## config.mk

```make
export PLATFORM = sky130hd
export DESIGN_NAME = color_sensor_result_registers
export DESIGN_NICKNAME = d
export VERILOG_FILES = /design/src/common/color_sensor_pkg.sv /design/src/hw/color_sensor_result_registers.sv
export VERILOG_INCLUDE_DIRS = /design/src /design/src/common
export SDC_FILE = /design/constraint.sdc
export NUM_CORES = 1
export LEC_CHECK = 0
export BUFFER_PORTS_ARGS = -buffer_cell sky130_fd_sc_hd__buf_2
export CORE_UTILIZATION = 57
export CTS_BUF_LIST = sky130_fd_sc_hd__clkbuf_16
export CTS_CLUSTER_DIAMETER = 150
export DETAILED_ROUTE_END_ITERATION = 6
export PLACE_DENSITY_LB_ADDON = 0.1
export SLEW_MARGIN = 20
export SYNTH_ARGS = -nofsm -noshare
export SYNTH_HDL_FRONTEND = slang
export SYNTH_SLANG_ARGS = --single-unit
```

## constraint.sdc

```tcl
create_clock -name clk -period 5.44 [get_ports clk]
set_input_delay 1.088 -clock clk [delete_from_list [all_inputs] [get_ports clk]]
set_output_delay 1.088 -clock clk [all_outputs]
set_load 0.005 [all_outputs]
```

## src/common/color_sensor_consts.svh

```systemverilog
// Register addresses, field positions and reset values of the colour sensor register bank.
`ifndef COLOR_SENSOR_CONSTS_SVH
`define COLOR_SENSOR_CONSTS_SVH

`define CS_ADDR_W 8
`define CS_DATA_W 8
`define CS_CHANNELS 4
`define CS_RES_W 10
`define CS_SLOTS_W 12

`define CS_ADDR_CTRL 8'h00
`define CS_ADDR_CONFIG 8'h01
`define CS_ADDR_SLOTS_LO 8'h10
`define CS_ADDR_SLOTS_HI 8'h11
`define CS_ADDR_RES_BASE 8'h40
`define CS_ADDR_RES_LAST 8'h47
`define CS_ADDR_OFS_BASE 8'h48
`define CS_ADDR_OFS_LAST 8'h4B

`define CS_CTRL_SAMPLE_BIT 5
`define CS_CTRL_OFFSET_BIT 6
`define CS_CFG_TRIM_BIT 0
`define CS_CFG_SLEEP_BIT 1
`define CS_CFG_EXTCLK_BIT 2

`define CS_SIGN_BIT 7
`define CS_LO_MSB 7
`define CS_HI_LSB 8
`define CS_HI_MSB 9
`define CS_SLOTS_HI_MSB 11
`define CS_NIBBLE_MSB 3
`define CS_HI_PAD_W 6
`define CS_NIBBLE_PAD_W 4
`define CS_CFG_PAD_W 5

`define CS_BYTE_ZERO 8'h00
`define CS_SLOTS_RESET 12'h000
`define CS_HI_RESET 2'h0
`define CS_CFG_RESET 3'h0

`endif

```

## src/common/color_sensor_pkg.sv

```systemverilog
// Types shared by the colour sensor register bank.
package color_sensor_pkg;

  typedef enum logic [1:0] {
    CONV_IDLE,
    CONV_SAMPLE,
    CONV_OFFSET
  } conv_state_t;

endpackage : color_sensor_pkg

```

## src/hw/color_sensor_result_registers.sv

```systemverilog
// Control, integration-slot, result and offset registers of the colour sensor.
`timescale 1ns/1ps
`include "color_sensor_consts.svh"
// Notes on behaviour
// - Clear-channel slot count is 12 bits: low byte, then bits 11:8 in low nibble.
// - Each channel result is 10 bits: low byte, bits 9:8 in high register bits 1:0.
// - Red, green, blue and clear each own one low and one high result register.
// - High result registers read zero in bits 7 to 2.
// - Offset register bit 7 is polarity: 0 positive, 1 negative.
// - Offset magnitude is seven bits 6:0, one offset register per channel.
// - Sample trigger starts conversion, self-clears, results land at addresses 64 to 71.
// - Offset trigger starts offset measurement, self-clears, offsets land at 72 to 75.
// - Offset trim mode bit is stored and driven out on offsetTrimMode_q; no logic here applies offset trimming.
module color_sensor_result_registers (
  input wire logic clk,
  input wire logic rst,
  input wire logic [`CS_ADDR_W-1:0] regAddr,
  input wire logic [`CS_DATA_W-1:0] regWdata,
  input wire logic regWrite,
  input wire logic regRead,
  output logic [`CS_DATA_W-1:0] regRdata_q,
  output logic sampleStart_q,
  output logic offsetStart_q,
  input wire logic resultDone,
  input wire logic [`CS_RES_W-1:0] redResult,
  input wire logic [`CS_RES_W-1:0] greenResult,
  input wire logic [`CS_RES_W-1:0] blueResult,
  input wire logic [`CS_RES_W-1:0] clearResult,
  input wire logic offsetDone,
  input wire logic [`CS_DATA_W-1:0] redOffset,
  input wire logic [`CS_DATA_W-1:0] greenOffset,
  input wire logic [`CS_DATA_W-1:0] blueOffset,
  input wire logic [`CS_DATA_W-1:0] clearOffset,
  output logic offsetTrimMode_q,
  output logic sleepMode_q,
  output logic extClockMode_q,
  output logic [`CS_SLOTS_W-1:0] clearSlots_q
);

  color_sensor_pkg::conv_state_t state_q;
  color_sensor_pkg::conv_state_t state_d;
  logic sampleTrig_q;
  logic offsetTrig_q;
  logic [`CS_RES_W-1:0] resIn [`CS_CHANNELS];
  logic [`CS_DATA_W-1:0] ofsIn [`CS_CHANNELS];
  logic [`CS_DATA_W-1:0] resLo_q [`CS_CHANNELS];
  logic [1:0] resHi_q [`CS_CHANNELS];
  logic [`CS_DATA_W-1:0] ofs_q [`CS_CHANNELS];

  wire logic ctrlWrite = regWrite && (regAddr == `CS_ADDR_CTRL);
  wire logic cfgWrite = regWrite && (regAddr == `CS_ADDR_CONFIG);
  wire logic slotsLoWrite = regWrite && (regAddr == `CS_ADDR_SLOTS_LO);
  wire logic slotsHiWrite = regWrite && (regAddr == `CS_ADDR_SLOTS_HI);
  wire logic sampleSet = ctrlWrite && regWdata[`CS_CTRL_SAMPLE_BIT];
  wire logic offsetSet = ctrlWrite && regWdata[`CS_CTRL_OFFSET_BIT];
  wire logic captureRes = (state_q == color_sensor_pkg::CONV_SAMPLE) && resultDone;
  wire logic captureOfs = (state_q == color_sensor_pkg::CONV_OFFSET) && offsetDone;
  wire logic startSample = (state_q == color_sensor_pkg::CONV_IDLE) && sampleTrig_q;
  wire logic startOffset = (state_q == color_sensor_pkg::CONV_IDLE) && !sampleTrig_q
                           && offsetTrig_q;
  // Built in a process so that it follows every register the decoder reads, not just the address.
  logic [`CS_DATA_W-1:0] readValue;

  assign resIn[0] = redResult;
  assign resIn[1] = greenResult;
  assign resIn[2] = blueResult;
  assign resIn[3] = clearResult;
  assign ofsIn[0] = redOffset;
  assign ofsIn[1] = greenOffset;
  assign ofsIn[2] = blueOffset;
  assign ofsIn[3] = clearOffset;

  // Unmapped addresses read as zero; reserved bits read as zero.
  function automatic logic [`CS_DATA_W-1:0] readMux(input logic [`CS_ADDR_W-1:0] a);
    logic [`CS_DATA_W-1:0] v;
    v = `CS_BYTE_ZERO;
    if (a == `CS_ADDR_CTRL)
    begin
      v[`CS_CTRL_SAMPLE_BIT] = sampleTrig_q;
      v[`CS_CTRL_OFFSET_BIT] = offsetTrig_q;
    end
    else if (a == `CS_ADDR_CONFIG)
      v = {{`CS_CFG_PAD_W{1'b0}}, extClockMode_q, sleepMode_q, offsetTrimMode_q};
    else if (a == `CS_ADDR_SLOTS_LO)
      v = clearSlots_q[`CS_LO_MSB:0];
    else if (a == `CS_ADDR_SLOTS_HI)
      v = {{`CS_NIBBLE_PAD_W{1'b0}}, clearSlots_q[`CS_SLOTS_HI_MSB:`CS_HI_LSB]};
    else if (a >= `CS_ADDR_RES_BASE && a <= `CS_ADDR_RES_LAST)
    begin
      if (a[0])
        v = {{`CS_HI_PAD_W{1'b0}}, resHi_q[a[2:1]]};
      else
        v = resLo_q[a[2:1]];
    end
    else if (a >= `CS_ADDR_OFS_BASE && a <= `CS_ADDR_OFS_LAST)
      v = ofs_q[a[1:0]];
    return v;
  endfunction : readMux

  always_comb
  begin
    readValue = readMux(regAddr);
  end

  always_comb
  begin
    state_d = state_q;
    case (state_q)
      color_sensor_pkg::CONV_IDLE:
      begin
        if (startSample)
          state_d = color_sensor_pkg::CONV_SAMPLE;
        else if (startOffset)
          state_d = color_sensor_pkg::CONV_OFFSET;
      end
      color_sensor_pkg::CONV_SAMPLE:
      begin
        if (resultDone)
          state_d = color_sensor_pkg::CONV_IDLE;
      end
      color_sensor_pkg::CONV_OFFSET:
      begin
        if (offsetDone)
          state_d = color_sensor_pkg::CONV_IDLE;
      end
      default:
        state_d = color_sensor_pkg::CONV_IDLE;
    endcase
  end

  always_ff @(posedge clk or posedge rst)
  begin
    if (rst)
    begin
      state_q <= color_sensor_pkg::CONV_IDLE;
      sampleStart_q <= 1'b0;
      offsetStart_q <= 1'b0;
      regRdata_q <= `CS_BYTE_ZERO;
    end
    else
    begin
      state_q <= state_d;
      sampleStart_q <= startSample;
      offsetStart_q <= startOffset;
      if (regRead)
        regRdata_q <= readValue;
    end
  end

  // A new host request in the completion cycle wins over the automatic clear.
  always_ff @(posedge clk or posedge rst)
  begin
    if (rst)
    begin
      sampleTrig_q <= 1'b0;
      offsetTrig_q <= 1'b0;
    end
    else
    begin
      sampleTrig_q <= sampleSet || (sampleTrig_q && !captureRes);
      offsetTrig_q <= offsetSet || (offsetTrig_q && !captureOfs);
    end
  end

  // Sleep holds only while external clock mode is selected.
  always_ff @(posedge clk or posedge rst)
  begin
    if (rst)
    begin
      {extClockMode_q, sleepMode_q, offsetTrimMode_q} <= `CS_CFG_RESET;
      clearSlots_q <= `CS_SLOTS_RESET;
    end
    else
    begin
      if (cfgWrite)
      begin
        offsetTrimMode_q <= regWdata[`CS_CFG_TRIM_BIT];
        extClockMode_q <= regWdata[`CS_CFG_EXTCLK_BIT];
        sleepMode_q <= regWdata[`CS_CFG_SLEEP_BIT] && regWdata[`CS_CFG_EXTCLK_BIT];
      end
      if (slotsLoWrite)
        clearSlots_q[`CS_LO_MSB:0] <= regWdata;
      if (slotsHiWrite)
        clearSlots_q[`CS_SLOTS_HI_MSB:`CS_HI_LSB] <= regWdata[`CS_NIBBLE_MSB:0];
    end
  end

  for (genvar ch = 0; ch < `CS_CHANNELS; ch++)
  begin : g_chan
    always_ff @(posedge clk or posedge rst)
    begin
      if (rst)
      begin
        resLo_q[ch] <= `CS_BYTE_ZERO;
        resHi_q[ch] <= `CS_HI_RESET;
        ofs_q[ch] <= `CS_BYTE_ZERO;
      end
      else
      begin
        if (captureRes)
        begin
          resLo_q[ch] <= resIn[ch][`CS_LO_MSB:0];
          resHi_q[ch] <= resIn[ch][`CS_HI_MSB:`CS_HI_LSB];
        end
        if (captureOfs)
          ofs_q[ch] <= ofsIn[ch];
      end
    end
  end

  a_slots_high: assert property (@(posedge clk) disable iff (rst)
    regRead && regAddr == `CS_ADDR_SLOTS_HI |=>
    regRdata_q == {4'h0, $past(clearSlots_q[11:8])})
    else $error("Slot count high nibble read wrong.");
  a_result_split: assert property (@(posedge clk) disable iff (rst)
    captureRes |=> resLo_q[0] == $past(redResult[7:0]) && resHi_q[3] == $past(clearResult[9:8]))
    else $error("Result not split into low and high bytes.");
  a_result_low: assert property (@(posedge clk) disable iff (rst)
    regRead && regAddr == 8'h44 |=> regRdata_q == $past(resLo_q[2]))
    else $error("Blue low byte read wrong.");
  a_high_pad: assert property (@(posedge clk) disable iff (rst)
    regRead && regAddr >= 8'h40 && regAddr <= 8'h47 && regAddr[0] |=> regRdata_q[7:2] == 6'h00)
    else $error("High result register upper bits not zero.");
  a_offset_sign: assert property (@(posedge clk) disable iff (rst)
    regRead && regAddr == 8'h4B |=> regRdata_q[7] == $past(ofs_q[3][7]))
    else $error("Offset polarity flag not at bit 7.");
  a_offset_mag: assert property (@(posedge clk) disable iff (rst)
    captureOfs |=> ofs_q[1][6:0] == $past(greenOffset[6:0]))
    else $error("Offset magnitude not captured.");
  a_sample_flow: assert property (@(posedge clk) disable iff (rst)
    startSample |=> sampleStart_q && state_q == color_sensor_pkg::CONV_SAMPLE)
    else $error("Sample trigger did not start a conversion.");
  a_sample_clear: assert property (@(posedge clk) disable iff (rst)
    captureRes && !sampleSet |=> !sampleTrig_q)
    else $error("Sample trigger not cleared on completion.");
  a_offset_clear: assert property (@(posedge clk) disable iff (rst)
    captureOfs && !offsetSet |=> !offsetTrig_q && state_q == color_sensor_pkg::CONV_IDLE)
    else $error("Offset trigger not cleared on completion.");
  a_trim_mode: assert property (@(posedge clk) disable iff (rst)
    cfgWrite |=> offsetTrimMode_q == $past(regWdata[0]))
    else $error("Trim mode not taken from configuration write.");

endmodule : color_sensor_result_registers

```

==> reports/results.tsv, run 1 <==
metric	value	unit
hold wc startpoint	ofs_q[4]$_DFFE_PP0P_	
DRT Wirelength	9530	µm
vias in the first global route	3176	
Layout Nets	518	
Worst-Margin Slew	0.780	ns
DR vias	3029	
Die Ht	91.4	µm
Synth Cell Area	4550	µm²
CP max FO	12	
Leak	2.64	nW
cell count of the worst reg-to-reg path	4	
Slew Viols, Final	0	
PwrDens	423	nW/µm²
RSZ-0062 raised after global routing	no	
post-synthesis sequential area ratio	55.5	%
Area Growth Syn to Fin	20.3	%
violation count after the first detailed-route iteration	166	
Worst Setup Path Type	in -> reg	
Post-synth EDFFs	0	
Tmin final	2.72	ns
worst path required time	5.67	ns
DR pass1 iterations	4	
area fraction of the dominant cell type after synthesis	55.5	%
CTS Hold Bufs	0	
CTS-repair resized insts	0	
Ys Warns	0	
Setup Fix Bufs, Post-CTS	0	
antenna violations before repair	0	
Critical Path End Type	register	
Post-DRT Antenna Nets	0	
Syn Nets	408	
fraction of layout cells with a size suffix above 1	56.9	%
largest net degree at the start of global routing	64	
synth top area cells	dfrtp_1 (56%), mux2_2 (22%), mux4_2 (8.9%)	
Peak VDD IR	230	µV
Synth Register Bits	101	
Final Skew	0.0105	ns
Yosys cell types	41	
MaxCap Viol Count	0	
clock buffer depth	2	
Final Hold Slack	0.503	ns
Post-Syn Instances	314	
CTS tree	built	
top-level I/O count	119	
final setup fails	0	
result of the run	complete, no violations	
GP Congestion	0.773	
Clock transition at path regs	0.07	ns
Reg2Reg Setup Slack	3.83	ns
setup TNS	0	ns
Worst R2R End	regRdata_q[2]$_DFFE_PP0P_	
dominant cell type by area after synthesis	dfrtp_1	
global-route wire length before repair	15800	µm
RR Startpoint	ofs_q[10]$_DFFE_PP0P_	
Rel. slew slack	47.6	%
CTS buffer count	9	
Initial Util	58.9	%
syn_area_per_cell	14.5	µm²
asr flop ratio synth	100	%
Core ar.	7730	µm²
Port Buffers	118	
Root Driver	clkbuf_16	
chip width	91.4	µm
clock tree sinks	101	
post-layout util	70.8	%
WHS Path Cells	1	
post-DR vias/cell	5.70	
endpoints failing hold	0	
end of the worst hold path	ofs_q[4]$_DFFE_PP0P_	
per-cell routed wire length	17.9	µm
HPWL Detailed	6790	µm
gr usage total	25.3	%
Primary FF master, synth	dfrtp_1	
antenna fix cells	0	
DRC	0	
# rows	32	
Clock Latency Late Sink	0.35	ns
Tcrit/Tclk final	49.9	%
Arr. time, crit path	2.95	ns
Die ar.	8340	µm²
Max H-tree Level	3	
Worst Hold Class	reg -> reg	
grt ovf	0	
maximum clock rate	368	MHz
CP Launch Type	primary input	
==> Yosys cell counts, types with 2 or more instances <==
library cell and n:
dfrtp_1 101, mux2_2 88, mux4_2 18, nor2_1 11, clkbuf_1 10, a21oi_1 9
buf_1 7, inv_1 6, a31oi_1 5, buf_2 5, nand2_1 5, mux2i_1 4
a22oi_1 3, nor3b_1 3, o21ai_0 3, a221oi_1 2, a22o_1 2, a32oi_1 2
and3_1 2, and3b_1 2, nand3_1 2, nand3b_1 2, nand4_1 2, nor2b_1 2
nor3_1 2
==> worst max-delay path by stage <==
stage,start,end,slack (ns)
after floorplan,rst,clearSlots_q[0]$_DFFE_PP0P_,1.70
after global placement,regAddr[2],offsetTrimMode_q$_DFFE_PP0P_,2.39
after detailed placement,regAddr[2],extClockMode_q$_DFFE_PP0P_,2.36
after CTS,regAddr[2],extClockMode_q$_DFFE_PP0P_,2.73
after global routing,regAddr[2],extClockMode_q$_DFFE_PP0P_,2.64
final,regAddr[2],extClockMode_q$_DFFE_PP0P_,2.72
==> critical path, stage by stage <==
cell and delay (ns):
buf_2 0.20, or4_4 0.57, or3_1 0.46, nor3_4 0.27, mux2_2 0.36
==> final cells by class <==
type,instances,area [µm²]
tap,102,128
clock inverter,7,43.8
timing repair buffer,121,613
sequential,101,2530
inverter,6,25.0
fill,594,2250
multi-input combinational,185,1910
clock buffer,9,225
==> cell families (layout without fill, tap and decap cells) <==
family          count (synthesis)  after routing  share of synthesized area, %
simple gates                   41             41                          5.33
mux                           110            110                          31.6
buf+inv                        28            143                          2.45
flops                         101            101                          55.5
compound gates                 34             34                          5.11
==> per-layer routing <==
layer	GRT usage, %	vias to the layer above	routed length (µm)
li1	-	1393	-
met5	0	-	0
met3	5.78	16	504
met4	10.3	0	215
met2	40.7	94	4740
met1	33.4	1526	4070
==> registers in the layout, summed over array words and instances (netlist names) <==
register	count
clearSlots_q	12
extClockMode_q	1
offsetStart_q	1
offsetTrig_q	1
offsetTrimMode_q	1
ofs_q	32
regRdata_q	8
resHi_q	8
resLo_q	32
sampleStart_q	1
sampleTrig_q	1
sleepMode_q	1
state_q	2
==> stage by stage <==
stage	total power [mW]	cell area [µm²]	cells	setup slack [ns]
floorplan	1.57	4550	314	1.70
global placement	1.71	5200	515	2.39
detailed placement	1.74	5200	515	2.36
CTS	2.33	5470	531	2.73
global route	2.44	5470	531	2.64
finish	2.31	5470	531	2.72
==> placed cells by master, fill, tap and decap left out, types with 2 or more instances in the layout <==
master	instances
clkbuf_16	9
nand2_1	5
nand3_1	2
a22o_1	2
mux2_2	88
and3_1	2
inv_1	7
a221oi_1	2
a22oi_1	3
a32oi_1	2
a21oi_1	9
clkinvlp_4	3
mux2i_1	4
mux4_2	18
and3b_1	2
a31oi_1	5
buf_2	118
nor2_1	11
o21ai_0	3
nor3_1	2
dfrtp_1	101
nor3b_1	3
nand4_1	2
nor2b_1	2
buf_4	3
nand3b_1	2
==> power by group <==
| group | internal [mW] | switching (mW) |
|---|---|---|
| sequential | 1.03 | 0.143 |
| clock | 0.307 | 0.277 |
| combinational | 0.372 | 0.188 |
No activity file was read; power rests on OpenSTA's default activity.
==> run 2: changes to the inputs <==
- ABC_AREA: unset -> 1
- CORE_UTILIZATION: 57 -> 53
- clock period: 5.44 -> 2.55 ns (I/O delays scaled with it)
==> run 2 against run 1 <==
Utilization decreased by 4.9 points. Cell area rose by 5.5%. Clock skew fell by 0.0020 ns. Final cell count is 60% higher. Non-clock buffer count rose by 1. Highest routed layer unchanged. Combinational power grew 130%. Die area up 14%. Largest power group unchanged.
==> reports/results.tsv, run 2 <==
metric	value	unit
DRT Wirelength	11700	µm
Leak	3.18	nW
most common library cell in the layout ignoring fill and taps	nand2_1	
Placed Area	5490	µm²
Post-synth EDFFs	0	
post-layout util	65.9	%
Int Pwr	3.46	mW
P_sw	1.70	mW
Core ar.	8760	µm²
violation count after the first detailed-route iteration	204	
clock buffer depth	2	
Worst path slowest cell	buf_2	
global-route wire length before repair	20200	µm
Clock power frac	25.5	%
synth top area cells	dfrtp_1 (52%), nand2_1 (23%), o21ai_0 (4.6%)	
top-level I/O count	119	
Cell Chain, Critical Path	buf_2 -> inv_6 -> nand2_4 -> inv_4 -> nand3_4 -> nor2_4 -> nor2_1 -> nand3_1 -> nand2_1 -> nand2_1 -> nand2_1 -> nand2_1	
Rel. slew slack	61.5	%
Post-DRT Antenna Nets	0	
Clock Latency Late Sink	0.34	ns
Comb pwr share	25.3	%
grt ovf	0	
Critical Path End Type	register	
gr usage total	26.4	%
Largest regs	ofs_q (32), resLo_q (32), clearSlots_q (12)	
endpoints failing hold	0	
Tcrit/Tclk final	69.1	%
Worst Setup Path Type	in -> reg	
Peak VDD IR	455	µV
Yosys cell types	30	
commonest cells in the netlist	nand2_1 (294), dfrtp_1 (101), inv_1 (46)	
GP Congestion	0.873	
Arr. time, crit path	1.98	ns
Max H-tree Level	3	
largest net degree at the start of global routing	102	
# rows	34	
CP max FO	26	
vias in the first global route	4272	
asr flop ratio synth	100	%
Clock transition at path regs	0.07	ns
post-synthesis sequential area ratio	52.3	%
setup TNS	0	ns
most frequent cells in the layout	nand2_1 (294), buf_2 (118), dfrtp_1 (101)	
worst path required time	2.77	ns
per-cell routed wire length	13.7	µm
syn_area_per_cell	7.70	µm²
Die Ht	97.5	µm
result of the run	complete, no violations	
Tmin final	1.76	ns
fraction of layout cells with a size suffix above 1	21.3	%
antenna violations before repair	0	
Crit path top cell by count	nand2_1	
Slew Viols, Final	0	
DR pass1 iterations	5	
area fraction of the dominant cell type after synthesis	52.3	%
CTS Hold Bufs	0	
Synth Cell Area	4830	µm²
final worst slack	0.789	ns
Port Buffers	118	
crit path from	regAddr[1]	
Syn Nets	722	
final instance area	5780	µm²
MaxCap Viol Count	0	
dominant cell type by area after synthesis	dfrtp_1	
antenna fix cells	0	
Setup Fix Bufs, Post-CTS	0	
CTS-repair resized insts	0	
Layout Nets	832	
Die ar.	9510	µm²
post-DR vias/cell	5.05	
count leader, synth	nand2_1	
dpl ws	0.470	ns
chip width	97.5	µm
Primary FF master, synth	dfrtp_1	
DRC	0	
clock tree sinks	101	
PwrDens	893	nW/µm²
CTS tree	built	
RSZ-0062 raised after global routing	no	
Max stage delay on crit path	0.46	ns
Final Hold Slack	0.288	ns
Synth Register Bits	101	
Ys Warns	0	
DR vias	4292	
HPWL Detailed	8520	µm
Area Growth Syn to Fin	19.5	%
sequential group share of total power	49.2	%
CP Launch Type	primary input	
Final Skew	0.00845	ns
Initial Util	55.2	%
CTS buffer count	9	
sw frac	32.9	%
Worst Hold Class	in -> async	
RR Startpoint	state_q[0]$_DFFE_PP0P_	
maximum clock rate	568	MHz
Root Driver	clkbuf_16	
Post-Syn Instances	628	
final setup fails	0	
Worst-Margin Slew	0.578	ns
-- run 2: changes by cell type in the layout (fill, tap and decap cells not counted), moves of 5 or more --
cell,delta
nand2_1,+289
mux2_2,-88
a31oi_1,-5
o21ai_0,+41
o21ai_1,+12
nand3_1,+27
inv_1,+40
mux4_2,-18
nor2_1,+24
-- run 2: cells by family (layout without fill, tap and decap cells) --
| kind of cell | after synthesis | count (layout) | synth area share, % |
|---|---|---|---|
| and+or+nand+nor | 375 | 375 | 32.3 |
| DFF | 101 | 101 | 52.3 |
| buffers and inverters | 77 | 191 | 7.04 |
| AOI/OAI and AO/OA | 73 | 73 | 7.77 |
| muxes | 2 | 2 | 0.621 |
-- run 2: final timing paths --
check,end,slack [ns],depth (start not counted)
worst max-delay path,regRdata_q[1]$_DFFE_PP0P_,0.79,12
worst min register to register,ofs_q[18]$_DFFE_PP0P_,0.48,2
worst min-delay path,ofs_q[6]$_DFFE_PP0P_,0.29,3
min in group clk,resLo_q[12]$_DFFE_PP0P_,0.36,3
worst max register to register,ofs_q[3]$_DFFE_PP0P_,1.10,4
max in group asynchronous,state_q[0]$_DFFE_PP0P_,1.81,3
-- run 2: layout make-up --
type	count	area (µm²)
well taps	108	135
repair buffers	122	646
clock inverters	6	57.6
clock buffers	9	225
fillers	784	2990
flip-flops and latches	101	2530
multi-input cells	450	1970
inverters	54	214
-- run 2: metrics by stage --
stage,total power [mW],std cells
detailed placement,3.86,835
floorplan,3.40,628
global placement,3.80,835
finish,5.16,850
global route,5.54,850
CTS,5.18,850
-- run 2: metal layers --
metal / share of wire, % / track usage, %
met5: 0 / 0
met4: 1.2 / 7.24
met3: 5.4 / 4.46
met2: 46 / 42.3
met1: 47 / 37.3
-- run 2: worst max-delay path: cells and delay by family --
kind | cells | cell delay [ns]
buffers and inverters | 3 | 0.70
AND/OR/NAND/NOR | 9 | 0.74
-- run 2: power by group through the flow --
stage	Clock, mW	Sequential (mW)	Combinational (mW)
2_1_floorplan	0	2.45	0.950
3_3_place_gp	0	2.55	1.25
3_5_place_dp	0	2.55	1.31
4_1_cts	1.33	2.53	1.32
5_1_grt	1.40	2.60	1.53
6_report	1.32	2.54	1.30
==> run 3: changes to the inputs <==
- clock period: 2.55 -> 1.8 ns (I/O delays scaled with it)
==> run 3 against run 2 <==
Non-clock buffer count increased by 7. Routed wire length increased by 0.70%. Cell area grew 1.4%. Critical endpoint is now regRdata_q[6]$_DFFE_PP0P_. Highest routed layer unchanged.
==> reports/results.tsv, run 3 (synthesis results as in run 2) <==
metric	value	unit
Largest regs	ofs_q (32), resLo_q (32), clearSlots_q (12)	
endpoints failing hold	0	
Worst Setup Path Type	in -> reg	
antenna violations before repair	0	
fraction of layout cells with a size suffix above 1	21.9	%
Leak	3.23	nW
HPWL Detailed	8510	µm
most common library cell in the layout ignoring fill and taps	nand2_1	
gr usage total	26.4	%
Initial Util	55.2	%
CTS tree	built	
global-route wire length before repair	20200	µm
Port Buffers	118	
antenna fix cells	0	
Final Skew	0.00475	ns
Worst Hold Class	in -> async	
maximum clock rate	649	MHz
DR vias	4337	
CTS buffer count	9	
crit path from	regAddr[0]	
top-level I/O count	119	
clock tree sinks	101	
CP Launch Type	primary input	
Setup Fix Bufs, Post-CTS	0	
PwrDens	1250	nW/µm²
DRT Wirelength	11700	µm
CTS-repair resized insts	0	
RSZ-0062 raised after global routing	no	
post-DR vias/cell	5.05	
CP max FO	11	
result of the run	complete, no violations	
Clock transition at path regs	0.07	ns
Root Driver	clkbuf_16	
Die ar.	9510	µm²
RR Startpoint	ofs_q[6]$_DFFE_PP0P_	
setup TNS	0	ns
Area Growth Syn to Fin	21.2	%
CTS Hold Bufs	0	
chip width	97.5	µm
GP Congestion	0.872	
Worst-Margin Slew	0.577	ns
violation count after the first detailed-route iteration	273	
worst path required time	2.03	ns
DR pass1 iterations	5	
Critical Path End Type	register	
Rel. slew slack	61.5	%
grt ovf	0	
MaxCap Viol Count	0	
# rows	34	
Post-DRT Antenna Nets	0	
Tcrit/Tclk final	85.7	%
clock buffer depth	2	
Clock Latency Late Sink	0.34	ns
Peak VDD IR	746	µV
fillcell total	753	
most frequent cells in the layout	nand2_1 (294), buf_2 (118), dfrtp_1 (101)	
largest net degree at the start of global routing	102	
Final Hold Slack	0.107	ns
vias in the first global route	4105	
final setup fails	0	
Core ar.	8760	µm²
Max H-tree Level	3	
Arr. time, crit path	1.77	ns
Slew Viols, Final	0	
per-cell routed wire length	13.7	µm
Layout Nets	839	
Die Ht	97.5	µm
DRC	0	
Tmin final	1.54	ns
run 3: cell count changes in the layout (fill, tap and decap cells not counted):
| cell | previous run | this run |
|---|---|---|
| inv_1 | 47 | 48 |
| clkinv_1 | 2 | 3 |
| buf_12 | 2 | 4 |
| clkinv_2 | 1 | 0 |
| buf_4 | 2 | 7 |
run 3: area by class of cell:
type / count / area [µm²] / area share [%]
timing repair buffer: 129 / 723 / 12.3
clock inverter: 7 / 60.1 / 1.03
inverter: 54 / 214 / 3.65
sequential: 101 / 2530 / 43.2
tap: 108 / 135 / 2.31
multi-input combinational: 450 / 1970 / 33.7
clock buffer: 9 / 225 / 3.85
run 3: worst max-delay path, cell delays in order:
cell,delay [ns]
buf_2,0.28
inv_1,0.12
o21ai_0,0.35
nand3_1,0.19
nand2_1,0.11
nand2_1,0.05
nand2_1,0.06
nand3_1,0.10
o21ai_0,0.09
inv_1,0.06
run 3: worst paths after layout:
| kind | endpoint | slack, ns | depth (start not counted) |
|---|---|---|---|
| setup / recovery | regRdata_q[6]$_DFFE_PP0P_ | 0.26 | 10 |
| hold / removal | resLo_q[0]$_DFFE_PP0P_ | 0.11 | 3 |
| setup reg to reg | regRdata_q[6]$_DFFE_PP0P_ | 0.29 | 8 |
| hold reg to reg | regRdata_q[0]$_DFFE_PP0P_ | 0.48 | 2 |
| max in group asynchronous | ofs_q[15]$_DFFE_PP0P_ | 1.19 | 3 |
| min in group clk | resLo_q[15]$_DFFE_PP0P_ | 0.21 | 3 |
run 3: layer usage:
layer	routed length (µm)	track usage (%)	vias to the layer above
met5	0	0	-
met4	160	7.92	0
met3	716	4.32	16
met2	5390	40.0	150
met1	5480	39.2	1986
li1	-	-	2185
run 3: report_power, final:
| part | internal, mW | total (mW) | switching [mW] |
|---|---|---|---|
| Clock | 1.06 | 1.87 | 0.816 |
| Sequential | 3.14 | 3.59 | 0.451 |
| Combinational | 0.721 | 1.86 | 1.14 |
| Total | 4.92 | 7.33 | 2.41 |
run 3: stage by stage:
step / setup WS, ns / total power [mW] / utilization, % / instances / cell area, µm²
2_1_floorplan: 0.236 / 4.82 / - / 628 / 4840
3_3_place_gp: 0.128 / 5.39 / 63.6 / 842 / 5570
3_5_place_dp: 0.0759 / 5.48 / 63.6 / 842 / 5570
4_1_cts: 0.331 / 7.38 / 66.8 / 858 / 5860
5_1_grt: 0.131 / 7.84 / 66.8 / 858 / 5860
6_report: 0.258 / 7.33 / 66.8 / 858 / 5860
